[config.mk]
export PLATFORM = sky130hd
export DESIGN_NAME = cfm_filter_status
export DESIGN_NICKNAME = d
export VERILOG_FILES = /design/src/hdl/cfm_pkg.sv /design/src/hdl/cfm_filter_status.sv
export VERILOG_INCLUDE_DIRS = /design/src /design/src/hdl
export SDC_FILE = /design/constraint.sdc
export NUM_CORES = 1
export LEC_CHECK = 0
export BUFFER_PORTS_ARGS = -buffer_cell sky130_fd_sc_hd__buf_2
export CORE_MARGIN = 5
export CORE_UTILIZATION = 50
export CTS_CLUSTER_SIZE = 20
export DETAILED_ROUTE_END_ITERATION = 16
export GPL_ROUTABILITY_DRIVEN = 0
export HOLD_SLACK_MARGIN = 0.06
export PLACE_DENSITY_LB_ADDON = 0.1
export SYNTH_ARGS = -nofsm -noshare
export SYNTH_HDL_FRONTEND = slang
export SYNTH_SLANG_ARGS = --single-unit
[constraint.sdc]
create_clock -name clk -period 17.3 [get_ports clk]
set_clock_uncertainty 0.2 [all_clocks]
set_input_delay 0.865 -clock clk [delete_from_list [all_inputs] [get_ports clk]]
set_output_delay 0.865 -clock clk [all_outputs]
set_load 0.1 [all_outputs]
[src/hdl/cfm_defs.svh]
`ifndef CFM_DEFS_SVH
`define CFM_DEFS_SVH

// register byte offsets
`define CFM_OFS_SEL_LO   7'h00
`define CFM_OFS_SEL_HI   7'h04
`define CFM_OFS_MSID0    7'h08
`define CFM_OFS_MSID1    7'h0C
`define CFM_OFS_MSID2    7'h10
`define CFM_OFS_MEID0    7'h14
`define CFM_OFS_MEID1    7'h18
`define CFM_OFS_MEID2    7'h1C
`define CFM_OFS_FULL_LO  7'h20
`define CFM_OFS_FULL_HI  7'h24
`define CFM_OFS_OVF_LO   7'h28
`define CFM_OFS_OVF_HI   7'h2C
`define CFM_OFS_CTL0     7'h30
`define CFM_OFS_CTL3     7'h3C
`define CFM_OFS_INT_STAT 7'h40
`define CFM_OFS_INT_MASK 7'h44
// field positions
`define CFM_SID_LSB      5
`define CFM_ID_TYPE_MATCH_MODE_BIT     3
`define CFM_CTL_DIR      7
`define CFM_CTL_ABT      6
`define CFM_CTL_LARB     5
`define CFM_CTL_ERR      4
`define CFM_CTL_REQ      3
`define CFM_CTL_AUTO_REMOTE_REPLY    2
`define CFM_INT_RXSTORE  0
`define CFM_INT_RX_BUFFER_OVERFLOW    1
`define CFM_INT_TXDONE   2
`define CFM_INT_TX_BUS_ERROR    3
`define CFM_INT_LARB     4
// reset values and sizes
`define CFM_RST16        16'h0000
`define CFM_FIFO_PTR     4'hF
`define CFM_NUM_TXB      8
`endif

[src/hdl/cfm_pkg.sv]
package cfm_pkg;
	typedef enum logic [1:0] {
		CFM_MSK_SET0 = 2'b00,
		CFM_MSK_SET1 = 2'b01,
		CFM_MSK_SET2 = 2'b10,
		CFM_MSK_NONE = 2'b11
	} cfm_msk_src_t;
	typedef struct packed {
		logic        valid;
		logic [10:0] msgSid;
		logic [17:0] msgEid;
		logic        msgIde;
		logic [3:0]  fltNum;
		logic [10:0] fltSid;
		logic [17:0] fltEid;
		logic        fltExide;
		logic [3:0]  fltBufPtr;
	} cfm_rx_req_t;
	typedef struct packed {
		logic       valid;
		logic       toFifo;
		logic [3:0] bufIdx;
		logic [4:0] hitCode;
	} cfm_dma_wr_t;
	typedef struct packed {
		logic       doneV;
		logic       abtV;
		logic       larbV;
		logic       errV;
		logic [2:0] idx;
		logic       rtrV;
		logic [2:0] rtrIdx;
	} cfm_tx_evt_t;
	typedef struct packed {
		logic       valid;
		logic [2:0] idx;
		logic [1:0] pri;
	} cfm_tx_sel_t;
	typedef struct packed {
		logic [10:0] sid;
		logic        id_type_match_mode;
		logic [1:0]  eidHi;
	} cfm_msk_sid_t;
	typedef struct packed {
		logic [15:0]             selLo;
		logic [15:0]             selHi;
		logic [2:0][13:0]        mSid;
		logic [2:0][15:0]        mEid;
		logic [31:0]             rxFull;
		logic [31:0]             rx_buffer_overflow;
		logic [7:0][7:0]         ctl;
		logic [4:0]              intStat;
		logic [4:0]              intMask;
		logic                    waitReq;
		logic [31:0]             rdData;
		logic                    irq;
		cfm_dma_wr_t             dmaWr;
		logic [7:0]              abortReq;
		cfm_tx_sel_t             txSel;
	} cfm_state_t;
endpackage

[src/hdl/cfm_filter_status.sv]
// Implementation choices: the placing of the registers and the Avalon-MM slave port.
`timescale 1ns/1ps
`include "cfm_defs.svh"
module cfm_filter_status (
	// clock, reset, enable
	input  wire logic                 clk,
	input  wire logic                 rst,
	input  wire logic                 ce,
	// avalon-mm register slave
	input  wire logic [6:0]           avs_address,
	input  wire logic                 avs_read,
	input  wire logic                 avs_write,
	input  wire logic [31:0]          avs_writedata,
	input  wire logic [3:0]           avs_byteenable,
	output logic [31:0]               avs_readdata,
	output logic                      avs_waitrequest,
	// protocol engine side
	input  wire cfm_pkg::cfm_rx_req_t rxReq,
	input  wire cfm_pkg::cfm_tx_evt_t txEvt,
	// message memory writes and transmit selection
	output cfm_pkg::cfm_dma_wr_t      dmaWr,
	output cfm_pkg::cfm_tx_sel_t      txSel,
	output logic [7:0]                abortReq,
	// interrupt
	output logic                      irq
);
	import cfm_pkg::*;

	cfm_state_t   st_r;
	cfm_state_t   st_nxt;

	// bus decode and read path
	logic         busReq;
	logic         busTake;
	logic         busWr;
	logic         ctlHit;
	logic [15:0]  laneMask;
	logic [15:0]  wd;
	logic [31:0]  rdVal;
	// filter evaluation and receive routing
	logic [31:0]  selAll;
	cfm_msk_src_t mskSrc;
	cfm_msk_sid_t mSidSel;
	logic [15:0]  mEidSel;
	logic         sidHit;
	logic         eidHit;
	logic         typeOk;
	logic         accept;
	logic [3:0]   rxIdx;
	logic         rxToFifo;
	logic         rxLost;
	logic         rxStore;
	// pair control write, both halves of one pair word
	logic [2:0]   pairIdx;
	logic [15:0]  pairOld;
	logic [15:0]  pairNew;
	logic [1:0]   pairAbort;
	// transmit pick
	logic         pickV;
	logic [2:0]   pickIdx;
	logic [1:0]   pickPri;

	// outputs come straight from the state flops
	assign avs_readdata    = st_r.rdData;
	assign avs_waitrequest = st_r.waitReq;
	assign dmaWr           = st_r.dmaWr;
	assign txSel           = st_r.txSel;
	assign abortReq        = st_r.abortReq;
	assign irq             = st_r.irq;

	// bus request decode; only the two low byte lanes hold register bits
	assign busReq   = avs_read | avs_write;
	assign busTake  = busReq & ~st_r.waitReq;
	assign busWr    = busTake & avs_write;
	assign laneMask = {{8{avs_byteenable[1]}}, {8{avs_byteenable[0]}}};
	assign wd       = avs_writedata[15:0];
	assign pairIdx  = 3'((avs_address - `CFM_OFS_CTL0) >> 1);
	// pair control words sit in a block of four aligned words
	assign ctlHit   = (avs_address >= `CFM_OFS_CTL0) &&
	                  (avs_address <= `CFM_OFS_CTL3) &&
	                  (avs_address[1:0] == 2'b00);

	// read mux, prepared one cycle before the data is taken
	always_comb begin
		rdVal = 32'h0000_0000;
		unique case (avs_address)
			`CFM_OFS_SEL_LO:   rdVal[15:0] = st_r.selLo;
			`CFM_OFS_SEL_HI:   rdVal[15:0] = st_r.selHi;
			`CFM_OFS_MSID0:    rdVal[15:0] = sidWord(st_r.mSid[0]);
			`CFM_OFS_MSID1:    rdVal[15:0] = sidWord(st_r.mSid[1]);
			`CFM_OFS_MSID2:    rdVal[15:0] = sidWord(st_r.mSid[2]);
			`CFM_OFS_MEID0:    rdVal[15:0] = st_r.mEid[0];
			`CFM_OFS_MEID1:    rdVal[15:0] = st_r.mEid[1];
			`CFM_OFS_MEID2:    rdVal[15:0] = st_r.mEid[2];
			`CFM_OFS_FULL_LO:  rdVal[15:0] = st_r.rxFull[15:0];
			`CFM_OFS_FULL_HI:  rdVal[15:0] = st_r.rxFull[31:16];
			`CFM_OFS_OVF_LO:   rdVal[15:0] = st_r.rx_buffer_overflow[15:0];
			`CFM_OFS_OVF_HI:   rdVal[15:0] = st_r.rx_buffer_overflow[31:16];
			`CFM_OFS_INT_STAT: rdVal[4:0]  = st_r.intStat;
			`CFM_OFS_INT_MASK: rdVal[4:0]  = st_r.intMask;
			default: begin
				// unmapped words read as zero; no error is raised
				if (ctlHit) begin
					rdVal[15:0] = pairOld;
				end
			end
		endcase
	end

	// packs a mask SID entry; bits 4 and 2 stay zero
	function automatic logic [15:0] sidWord(input logic [13:0] f);
		cfm_msk_sid_t m;
		m = f;
		sidWord = {m.sid, 1'b0, m.id_type_match_mode, 1'b0, m.eidHi};
	endfunction

	// unpacks a written SID word into the stored fields
	function automatic logic [13:0] sidField(input logic [15:0] w);
		cfm_msk_sid_t m;
		m.sid   = w[15:`CFM_SID_LSB];
		m.id_type_match_mode  = w[`CFM_ID_TYPE_MATCH_MODE_BIT];
		m.eidHi = w[1:0];
		sidField = m;
	endfunction

	// mask source of the filter under test
	assign selAll = {st_r.selHi, st_r.selLo};
	assign mskSrc = cfm_msk_src_t'(selAll[{rxReq.fltNum, 1'b0} +: 2]);

	// pick the mask set; no mask means every bit is compared exactly
	always_comb begin
		mSidSel = '1;
		mEidSel = 16'hFFFF;
		// two-bit selector: every code is decoded, none is illegal
		unique case (mskSrc)
			CFM_MSK_SET0: begin
				mSidSel = st_r.mSid[0];
				mEidSel = st_r.mEid[0];
			end
			CFM_MSK_SET1: begin
				mSidSel = st_r.mSid[1];
				mEidSel = st_r.mEid[1];
			end
			CFM_MSK_SET2: begin
				mSidSel = st_r.mSid[2];
				mEidSel = st_r.mEid[2];
			end
			CFM_MSK_NONE: begin
				mSidSel = '1;
				mEidSel = 16'hFFFF;
			end
		endcase
	end

	// masked comparison: a zero mask bit never blocks a match
	assign sidHit = ((rxReq.msgSid ^ rxReq.fltSid) & mSidSel.sid)
	                == 11'h000;
	assign eidHit = ((rxReq.msgEid ^ rxReq.fltEid) &
	                 {mSidSel.eidHi, mEidSel}) == 18'h00000;
	// standard frames carry no extended bits, so the EID compare is skipped for them
	assign typeOk = ~mSidSel.id_type_match_mode |
	                (rxReq.msgIde == rxReq.fltExide);
	assign accept = rxReq.valid & sidHit & typeOk &
	                (~rxReq.msgIde | eidHit);
	assign rxIdx  = rxReq.fltBufPtr;
	// where an accepted frame goes: fifo, a free buffer, or nowhere
	assign rxToFifo = accept & (rxIdx == `CFM_FIFO_PTR);
	assign rxLost   = accept & ~rxToFifo & st_r.rxFull[rxIdx];
	assign rxStore  = accept & ~rxToFifo & ~st_r.rxFull[rxIdx];

	// next transmit candidate: highest priority, ties go to higher index
	always_comb begin
		pickV   = 1'b0;
		pickIdx = 3'd0;
		pickPri = 2'b00;
		// a buffer competes only while it transmits with a request pending
		for (int i = 0; i < `CFM_NUM_TXB; i++) begin
			if (st_r.ctl[i][`CFM_CTL_DIR] &&
			    st_r.ctl[i][`CFM_CTL_REQ] &&
			    (!pickV || st_r.ctl[i][1:0] >= pickPri)) begin
				pickV   = 1'b1;
				pickIdx = 3'(i);
				pickPri = st_r.ctl[i][1:0];
			end
		end
	end

	// pair control write, shared by both halves of a pair word;
	// a lane that is not enabled keeps its byte as it was
	always_comb begin
		pairOld   = {st_r.ctl[pairIdx + 3'd1], st_r.ctl[pairIdx]};
		pairNew   = pairOld;
		pairAbort = 2'b00;
		for (int h = 0; h < 2; h++) begin
			if (avs_byteenable[h]) begin
				pairNew[h*8 +: 8] = ctlWrite(pairOld[h*8 +: 8],
				                             wd[h*8 +: 8]);
				// clearing a pending request asks for abort
				pairAbort[h] = pairOld[h*8 + `CFM_CTL_REQ] &
				               ~wd[h*8 + `CFM_CTL_REQ];
			end
		end
	end

	// whole next state
	always_comb begin
		st_nxt          = st_r;
		st_nxt.dmaWr    = '0;
		st_nxt.abortReq = 8'h00;

		// one wait cycle per access, then the transfer at the low edge
		st_nxt.waitReq = ~(busReq & st_r.waitReq);
		if (busReq && st_r.waitReq) begin
			st_nxt.rdData = rdVal;
		end

		// software writes, applied before hardware sets so sets win
		if (busWr) begin
			unique case (avs_address)
				`CFM_OFS_SEL_LO:
					st_nxt.selLo = (wd & laneMask) |
					               (st_r.selLo & ~laneMask);
				`CFM_OFS_SEL_HI:
					st_nxt.selHi = (wd & laneMask) |
					               (st_r.selHi & ~laneMask);
				`CFM_OFS_MSID0:
					st_nxt.mSid[0] = sidField((wd & laneMask) |
					    (sidWord(st_r.mSid[0]) & ~laneMask));
				`CFM_OFS_MSID1:
					st_nxt.mSid[1] = sidField((wd & laneMask) |
					    (sidWord(st_r.mSid[1]) & ~laneMask));
				`CFM_OFS_MSID2:
					st_nxt.mSid[2] = sidField((wd & laneMask) |
					    (sidWord(st_r.mSid[2]) & ~laneMask));
				`CFM_OFS_MEID0:
					st_nxt.mEid[0] = (wd & laneMask) |
					                 (st_r.mEid[0] & ~laneMask);
				`CFM_OFS_MEID1:
					st_nxt.mEid[1] = (wd & laneMask) |
					                 (st_r.mEid[1] & ~laneMask);
				`CFM_OFS_MEID2:
					st_nxt.mEid[2] = (wd & laneMask) |
					                 (st_r.mEid[2] & ~laneMask);
				// zero clears, one leaves the flag alone
				`CFM_OFS_FULL_LO:
					st_nxt.rxFull[15:0] = st_r.rxFull[15:0] &
					                      (wd | ~laneMask);
				`CFM_OFS_FULL_HI:
					st_nxt.rxFull[31:16] = st_r.rxFull[31:16] &
					                       (wd | ~laneMask);
				`CFM_OFS_OVF_LO:
					st_nxt.rx_buffer_overflow[15:0] = st_r.rx_buffer_overflow[15:0] &
					                     (wd | ~laneMask);
				`CFM_OFS_OVF_HI:
					st_nxt.rx_buffer_overflow[31:16] = st_r.rx_buffer_overflow[31:16] &
					                      (wd | ~laneMask);
				// write one to clear an interrupt flag
				`CFM_OFS_INT_STAT:
					st_nxt.intStat = st_r.intStat &
					    ~(wd[4:0] & laneMask[4:0]);
				// mask bits fit in lane 0, so only that lane counts
				`CFM_OFS_INT_MASK:
					if (avs_byteenable[0]) begin
						st_nxt.intMask = wd[4:0];
					end
				default: begin
					// both halves come from the pair helper above
					if (ctlHit) begin
						st_nxt.ctl[pairIdx]             = pairNew[7:0];
						st_nxt.ctl[pairIdx + 3'd1]      = pairNew[15:8];
						st_nxt.abortReq[pairIdx]        = pairAbort[0];
						st_nxt.abortReq[pairIdx + 3'd1] = pairAbort[1];
					end
				end
			endcase
		end

		// accepted frames: route by buffer pointer, note the filter number
		if (rxToFifo) begin
			st_nxt.dmaWr.valid   = 1'b1;
			st_nxt.dmaWr.toFifo  = 1'b1;
			st_nxt.dmaWr.bufIdx  = rxIdx;
			st_nxt.dmaWr.hitCode = {1'b0, rxReq.fltNum};
			st_nxt.intStat[`CFM_INT_RXSTORE] = 1'b1;
		end else if (rxLost) begin
			// buffer still unread: keep its contents, flag the loss
			st_nxt.rx_buffer_overflow[rxIdx] = 1'b1;
			st_nxt.intStat[`CFM_INT_RX_BUFFER_OVERFLOW] = 1'b1;
		end else if (rxStore) begin
			// free buffer: mark it full and hand the frame to memory
			st_nxt.rxFull[rxIdx] = 1'b1;
			st_nxt.dmaWr.valid   = 1'b1;
			st_nxt.dmaWr.bufIdx  = rxIdx;
			st_nxt.dmaWr.hitCode = {1'b0, rxReq.fltNum};
			st_nxt.intStat[`CFM_INT_RXSTORE] = 1'b1;
		end

		// transmit engine results for one buffer
		if (txEvt.doneV) begin
			st_nxt.ctl[txEvt.idx][`CFM_CTL_REQ] = 1'b0;
			st_nxt.intStat[`CFM_INT_TXDONE] = 1'b1;
		end
		// an abort ends the request; lost arbitration and error keep it
		if (txEvt.abtV) begin
			st_nxt.ctl[txEvt.idx][`CFM_CTL_ABT] = 1'b1;
			st_nxt.ctl[txEvt.idx][`CFM_CTL_REQ] = 1'b0;
		end
		if (txEvt.larbV) begin
			st_nxt.ctl[txEvt.idx][`CFM_CTL_LARB] = 1'b1;
			st_nxt.intStat[`CFM_INT_LARB] = 1'b1;
		end
		if (txEvt.errV) begin
			st_nxt.ctl[txEvt.idx][`CFM_CTL_ERR] = 1'b1;
			st_nxt.intStat[`CFM_INT_TX_BUS_ERROR] = 1'b1;
		end

		// remote request answered by a transmit buffer set for it
		if (txEvt.rtrV &&
		    st_r.ctl[txEvt.rtrIdx][`CFM_CTL_AUTO_REMOTE_REPLY] &&
		    st_r.ctl[txEvt.rtrIdx][`CFM_CTL_DIR]) begin
			st_nxt.ctl[txEvt.rtrIdx][`CFM_CTL_REQ] = 1'b1;
		end

		// selection follows the current state, interrupt the updated state
		st_nxt.txSel.valid = pickV;
		st_nxt.txSel.idx   = pickIdx;
		st_nxt.txSel.pri   = pickPri;
		// irq follows the next state so it rises together with its flag
		st_nxt.irq = |(st_nxt.intStat & st_nxt.intMask);
	end

	// software view of one buffer's control byte; status bits are kept,
	// and a fresh request wipes the previous attempt's outcome
	function automatic logic [7:0] ctlWrite(input logic [7:0] old,
	                                        input logic [7:0] w);
		logic [7:0] n;
		n = old;
		n[`CFM_CTL_DIR]   = w[`CFM_CTL_DIR];
		n[`CFM_CTL_REQ]   = w[`CFM_CTL_REQ];
		n[`CFM_CTL_AUTO_REMOTE_REPLY] = w[`CFM_CTL_AUTO_REMOTE_REPLY];
		n[1:0]            = w[1:0];
		if (!old[`CFM_CTL_REQ] && w[`CFM_CTL_REQ]) begin
			n[`CFM_CTL_ABT]  = 1'b0;
			n[`CFM_CTL_LARB] = 1'b0;
			n[`CFM_CTL_ERR]  = 1'b0;
		end
		ctlWrite = n;
	endfunction

	// single state register; clock enable freezes everything
	always_ff @(posedge clk) begin
		if (rst) begin
			st_r         <= '0;
			st_r.selLo   <= `CFM_RST16;
			st_r.selHi   <= `CFM_RST16;
			st_r.rxFull  <= {`CFM_RST16, `CFM_RST16};
			st_r.rx_buffer_overflow   <= {`CFM_RST16, `CFM_RST16};
			// mask sets come up cleared: every bit don't-care until written
			st_r.mSid    <= '0;
			st_r.mEid    <= '0;
			// buffers idle, no status, no request pending
			st_r.ctl     <= '0;
			st_r.intStat <= 5'h00;
			st_r.intMask <= 5'h00;
			st_r.abortReq <= 8'h00;
			// outputs idle, except waitrequest, which holds off the bus
			st_r.dmaWr   <= '0;
			st_r.txSel   <= '0;
			st_r.rdData  <= 32'h0000_0000;
			st_r.irq     <= 1'b0;
			st_r.waitReq <= 1'b1;
		end else if (ce) begin
			// rst wins over ce, so a frozen block can still be reset
			st_r <= st_nxt;
		end
	end
endmodule

Word-level counts from Yosys, hierarchy flattened

Index checks and enable logic that the tools add are counted.

Reductions and logical operators: 60
Mux-type cells: 101
$add $sub $neg: 2
Bitwise logic cells: 64
Shift operators: 1
Order comparisons: 19
Equality and inequality tests: 18

Operator list:

| kind                                                            | number |
|---|---|
| 64-bit 2-to-1 mux                                               | 7 |
| 64-bit OR                                                       | 4 |
| 16-bit bitwise AND                                              | 13 |
| 8-bit demux with 3-bit select                                   | 7 |
| 16-bit OR                                                       | 9 |
| 11-bit case mux with 13 select lines                            | 1 |
| 138-bit 2-to-1 mux                                              | 1 |
| 64-bit bitwise AND                                              | 2 |
| 64-bit bitwise mux                                              | 2 |
| 32-bit 2-to-1 mux                                               | 3 |
| 16-bit 2-to-1 mux                                               | 5 |
| 8-bit 2-to-1 mux                                                | 10 |
| 8-bit binary-select mux with 3-bit select                       | 3 |
| 5-bit case mux with 14 select lines                             | 1 |
| 65-bit 2-to-1 mux                                               | 1 |
| 64-bit inverter                                                 | 1 |
| 32-bit by 16-bit OR with 32-bit output                          | 2 |
| 16-bit case mux with 4 select lines                             | 1 |
| 14-bit case mux with 4 select lines                             | 1 |
| 32-bit by 6-bit indexed part select with 2-bit output           | 1 |
| 7-bit by 5-bit == test with 1-bit output, second input constant | 4 |
| 7-bit by 6-bit == test with 1-bit output, second input constant | 4 |
| 1-bit logical AND                                               | 27 |
| 9-bit 2-to-1 mux                                                | 3 |
| other kinds (49)                                                | 152 |

Input bits: 128
Word-level logic and storage cells: 296
Output and inout port bits: 59
Bits in registers: 303

Logic depth before layout (Yosys ltp)

Word-level depth: 30
Depth in mapped cells: 40

Worst setup path after synthesis

OpenSTA, ideal clock, no wires.

Kind: flip-flop to flip-flop
Start: register with a tool-made name
End: register txSel[1] (netlist name)
Stages on the path, launching flop included: 39
Library setup time: 0.078 ns
Setup slack: 9.234 ns
Data arrival time: 7.788 ns
Buffers on the path: 1
Cell sequence: dfxtp_1 clkbuf_1 and3_1 ha_1 nand2b_1 a211o_1 a21bo_2 nand2_1 ha_1 nand2b_1 a211oi_1 or2_2 a31oi_1 ha_1 nand2b_1 a221oi_1 nor2_1 mux2_2 (+3 left out) a21oi_1 mux2_2 ha_1 nand2b_1 a21oi_1 a21oi_1 mux2_2 ha_1 nand2b_1 a21oi_1 a21oi_1 mux2_2 ha_1 nand2b_1 a211oi_1 nor2_1 o211a_1 nor3_1

Worst setup path after layout

Start: register st_r[72] (netlist bit)
End: register txSel[1] (netlist name)

Word-level cells in the longest chain between the ends: 30

RTL lines:

| element                                                                       | line                     | RTL |
|---|---|---|
| start: declaration                                                            | cfm_filter_status.sv:29  | `cfm_state_t st_r;` |
| start signal: assignment                                                      | cfm_filter_status.sv:374 | `st_r <= st_nxt;` |
| 1-bit logical AND *                                                           | cfm_filter_status.sv:178 | `` if (st_r.ctl[i][`CFM_CTL_DIR] && `` |
| 2-bit 2-to-1 mux / 1-bit 2-to-1 mux (equally long branches)                   | cfm_filter_status.sv:178 |  |
| 2-bit greater-or-equal comparator / 1-bit logical NOT (equally long branches) | cfm_filter_status.sv:180 | `(!pickV \|\| st_r.ctl[i][1:0] >= pickPri)) begin` |
| 1-bit logical OR                                                              | cfm_filter_status.sv:180 |  |
| 1-bit logical AND                                                             | cfm_filter_status.sv:178 |  |
| 2-bit 2-to-1 mux / 1-bit 2-to-1 mux (equally long branches)                   | cfm_filter_status.sv:178 |  |
| 2-bit greater-or-equal comparator / 1-bit logical NOT (equally long branches) | cfm_filter_status.sv:180 |  |
| 1-bit logical OR                                                              | cfm_filter_status.sv:180 |  |
| (+14 left out)                                                                | --                       |  |
| 2-bit greater-or-equal comparator / 1-bit logical NOT (equally long branches) | cfm_filter_status.sv:180 |  |
| 1-bit logical OR                                                              | cfm_filter_status.sv:180 |  |
| 1-bit logical AND                                                             | cfm_filter_status.sv:178 |  |
| 2-bit 2-to-1 mux / 1-bit 2-to-1 mux (equally long branches)                   | cfm_filter_status.sv:178 |  |
| 2-bit greater-or-equal comparator / 1-bit logical NOT (equally long branches) | cfm_filter_status.sv:180 |  |
| 1-bit logical OR                                                              | cfm_filter_status.sv:180 |  |
| 1-bit logical AND                                                             | cfm_filter_status.sv:178 |  |
| 2-bit 2-to-1 mux *                                                            | cfm_filter_status.sv:178 |  |

Every way passes the cells marked *; elsewhere a longest branch is shown, timed or not.
A chain may end at the register's enable or synchronous reset.

==> out/metrics.yaml <==
status: "completed"
final_cell_mix: "nand2_1, dfxtp_1, a21oi_1"
fin_cells: 2741
dieArea_mm2: 0.0379
hold_path_class: "reg2reg"
switchingPower_mw: 0.510
synth_ff_type: "dfxtp_1"
dpl_cell_area_mm2: 0.0176
die_x_um: 195
ff2ff_setup_slack_ps: 8500
pwr-share-clk_pct: 47.9
antenna_left: 0
reg2reg_depth: 37
preCtsSetupSlack_ps: 8580
r2r_start: "st_r[72]"
p_comb_share_pct: 13.1
grtUsageTotal_pct: 34.1
min_from: "st_r[192]"
post-cts-setup-buffers: 0
vias: 18400
cp.arrival_ps: 9050
drt_first_iter_violations: 2742
clk_latency_ps: 540
holdBufCountCts: 0
period_share_pct: 50.9
synth_edf_count: 0
syn_area_per_cell_um2: 7.56
setup_violations: 0
max_freq_mhz: 114
rsz0062_at_grt: "no"
p_sw_share_pct: 28.0
critPathLaunchType: "flip-flop"
antenna_found_initial: 2
setup_ws_ps: 8500
leakage_nw: 6.78
grt_overflow_total: 0
firstDrtPassIters: 9
syn_area_mm2: 0.0170
final_max_slew_viol_count: 0
fin_setup_tns_ps: 0
r2r_end: "txSel[1]"
power.density_mw_per_mm2: 96.0
dpl.hpwl_um: 48000
fin_crit_ps: 8800
fin_nets: 2407
grt_pass1_wl_um: 103000
cpMaxStageDelayCell: "dfxtp_1"
cts_resized: 0
max_slew_margin_pct: 6.31
crit_type: "reg2reg"
postLayoutCellArea_mm2: 0.0190
drv_cap: 0
worstMarginPinSlew_ps: 1390
wl_per_cell_um: 25.0
io_pins: 187
cts_sinks: 302
async_flop_share_pct: 0
viasPerCell: 6.71
clk_pin_slew_ps: 60
ys_ff_latch: 302
syn2layout_area_growth_pct: 11.3
synth_seq_area_share_pct: 35.5
cts_buffers: 37
cp_max_fo: 8
root_buffer: "clkbuf_16"
synth_cell_type_count: 76
htreeDepth: 2
rows: 67
postSynthCellCount: 2253
cts_buffer_depth: 3
worst_setup_path_end_kind: "flip-flop"
timing.final.hold_violations: 0
wl_um: 68500
yosys_warnings: 0
hold_depth: 2
core_area_mm2: 0.0336
drive_above_1_share_pct: 12.7
seq_power_share_pct: 39.1
drc: 0
grt_pass1_vias: 16800
grt_max_degree: 131
start_util_pct: 50.7
irDropWorstVdd_v: 0.0000591
holdPathEnd: "st_r[192]"
required_ps: 17540
port_buffers: 151
internal_power_mw: 1.31
layout_commonest_cell: "nand2_1"
max_stage_delay_ps: 520
cts_tree: "done"
die_h_um: 195
placed_cells: 2673
## power by group through the flow
| stage | registers, mW | logic, mW | clock network, mW |
|---|---|---|---|
| CTS | 0.712 | 0.229 | 0.876 |
| detailed placement | 0.727 | 0.228 | 0 |
| finish | 0.712 | 0.238 | 0.871 |
| global placement | 0.726 | 0.227 | 0 |
| floorplan | 0.725 | 0.163 | 0 |
| global route | 0.712 | 0.247 | 0.908 |
## stage by stage
| stage | power (mW) | hold WS, ps | utilization [%] |
|---|---|---|---|
| 4_1_cts | 1.82 | 249 | 56.4 |
| 2_1_floorplan | 0.889 | 226 | - |
| 3_5_place_dp | 0.955 | 237 | 52.4 |
| 3_3_place_gp | 0.953 | 234 | 52.4 |
| 5_1_grt | 1.87 | 267 | 56.4 |
| 6_report | 1.82 | 251 | 56.4 |
## critical path: cells and delay by family (launching register included)
| family | cells | cell delay [ps] |
|---|---|---|
| flip-flops | 1 | 520 |
| AO/OA/AOI/OAI | 13 | 2720 |
| AND/OR/NAND/NOR | 13 | 1900 |
| multiplexers | 4 | 1570 |
| adder cells (fa/ha/maj) | 7 | 1780 |
## synthesized netlist by cell type (all sizes together), types with 13 or more instances
library cell / count / area [um2]
a211oi: 40 / 300
a21oi: 253 / 1270
a221oi: 20 / 175
a222oi: 20 / 200
a22oi: 77 / 578
a31oi: 13 / 81.3
and3: 23 / 144
buf: 76 / 529
clkbuf: 147 / 554
dfxtp: 302 / 6050
ha: 15 / 188
inv: 26 / 97.6
mux2: 19 / 218
mux2i: 26 / 260
mux4: 13 / 300
nand2: 360 / 1350
nand2b: 53 / 332
nand3: 84 / 420
nand3b: 25 / 188
nand4: 13 / 81.3
nor2: 198 / 743
nor2b: 28 / 175
nor3: 65 / 325
o21ai: 103 / 516
o22ai: 70 / 438
xor2: 29 / 254
## final cells by class
type                    instances  area [um2]
fillers                      3171       14600
multi-input cells            1717        9910
flip-flops and latches        302        6050
clock buffers                  53        1120
repair buffers                179         978
well taps                     448         561
clock inverters                13         244
inverters                      27         101
diodes                          2        5.00
## kinds of logic after synthesis
logic type / Yosys count / synth area share (%)
flip-flops: 302 / 35.5
buffers and inverters: 250 / 6.95
adder cells (fa/ha/maj): 15 / 1.10
AO/OA/AOI/OAI: 685 / 25.5
other: 1 / 0.0220
multiplexers: 58 / 4.57
AND/OR/NAND/NOR: 910 / 24.7
XOR/XNOR: 32 / 1.64
## routing by layer
layer  up-vias  wire (um)  GRT usage (%)
met5         -          0              0
met4         0       2770           12.1
met3       205      10300           9.99
met2      1411      27200           47.2
met1      8608      28200           50.3
li1       8164          -              -
## worst max path at each step
stage                    from       end  slack [ps]  cells after the start
floorplan           flip-flop  txSel[1]        9230                     38
global placement     st_r[72]  txSel[1]        8780                     37
detailed placement  flip-flop  txSel[1]        8580                     37
CTS                  st_r[72]  txSel[1]        8540                     37
global route         st_r[72]  txSel[4]        7860                     37
finish               st_r[72]  txSel[1]        8500                     37
(Power assumes the default switching activity.)
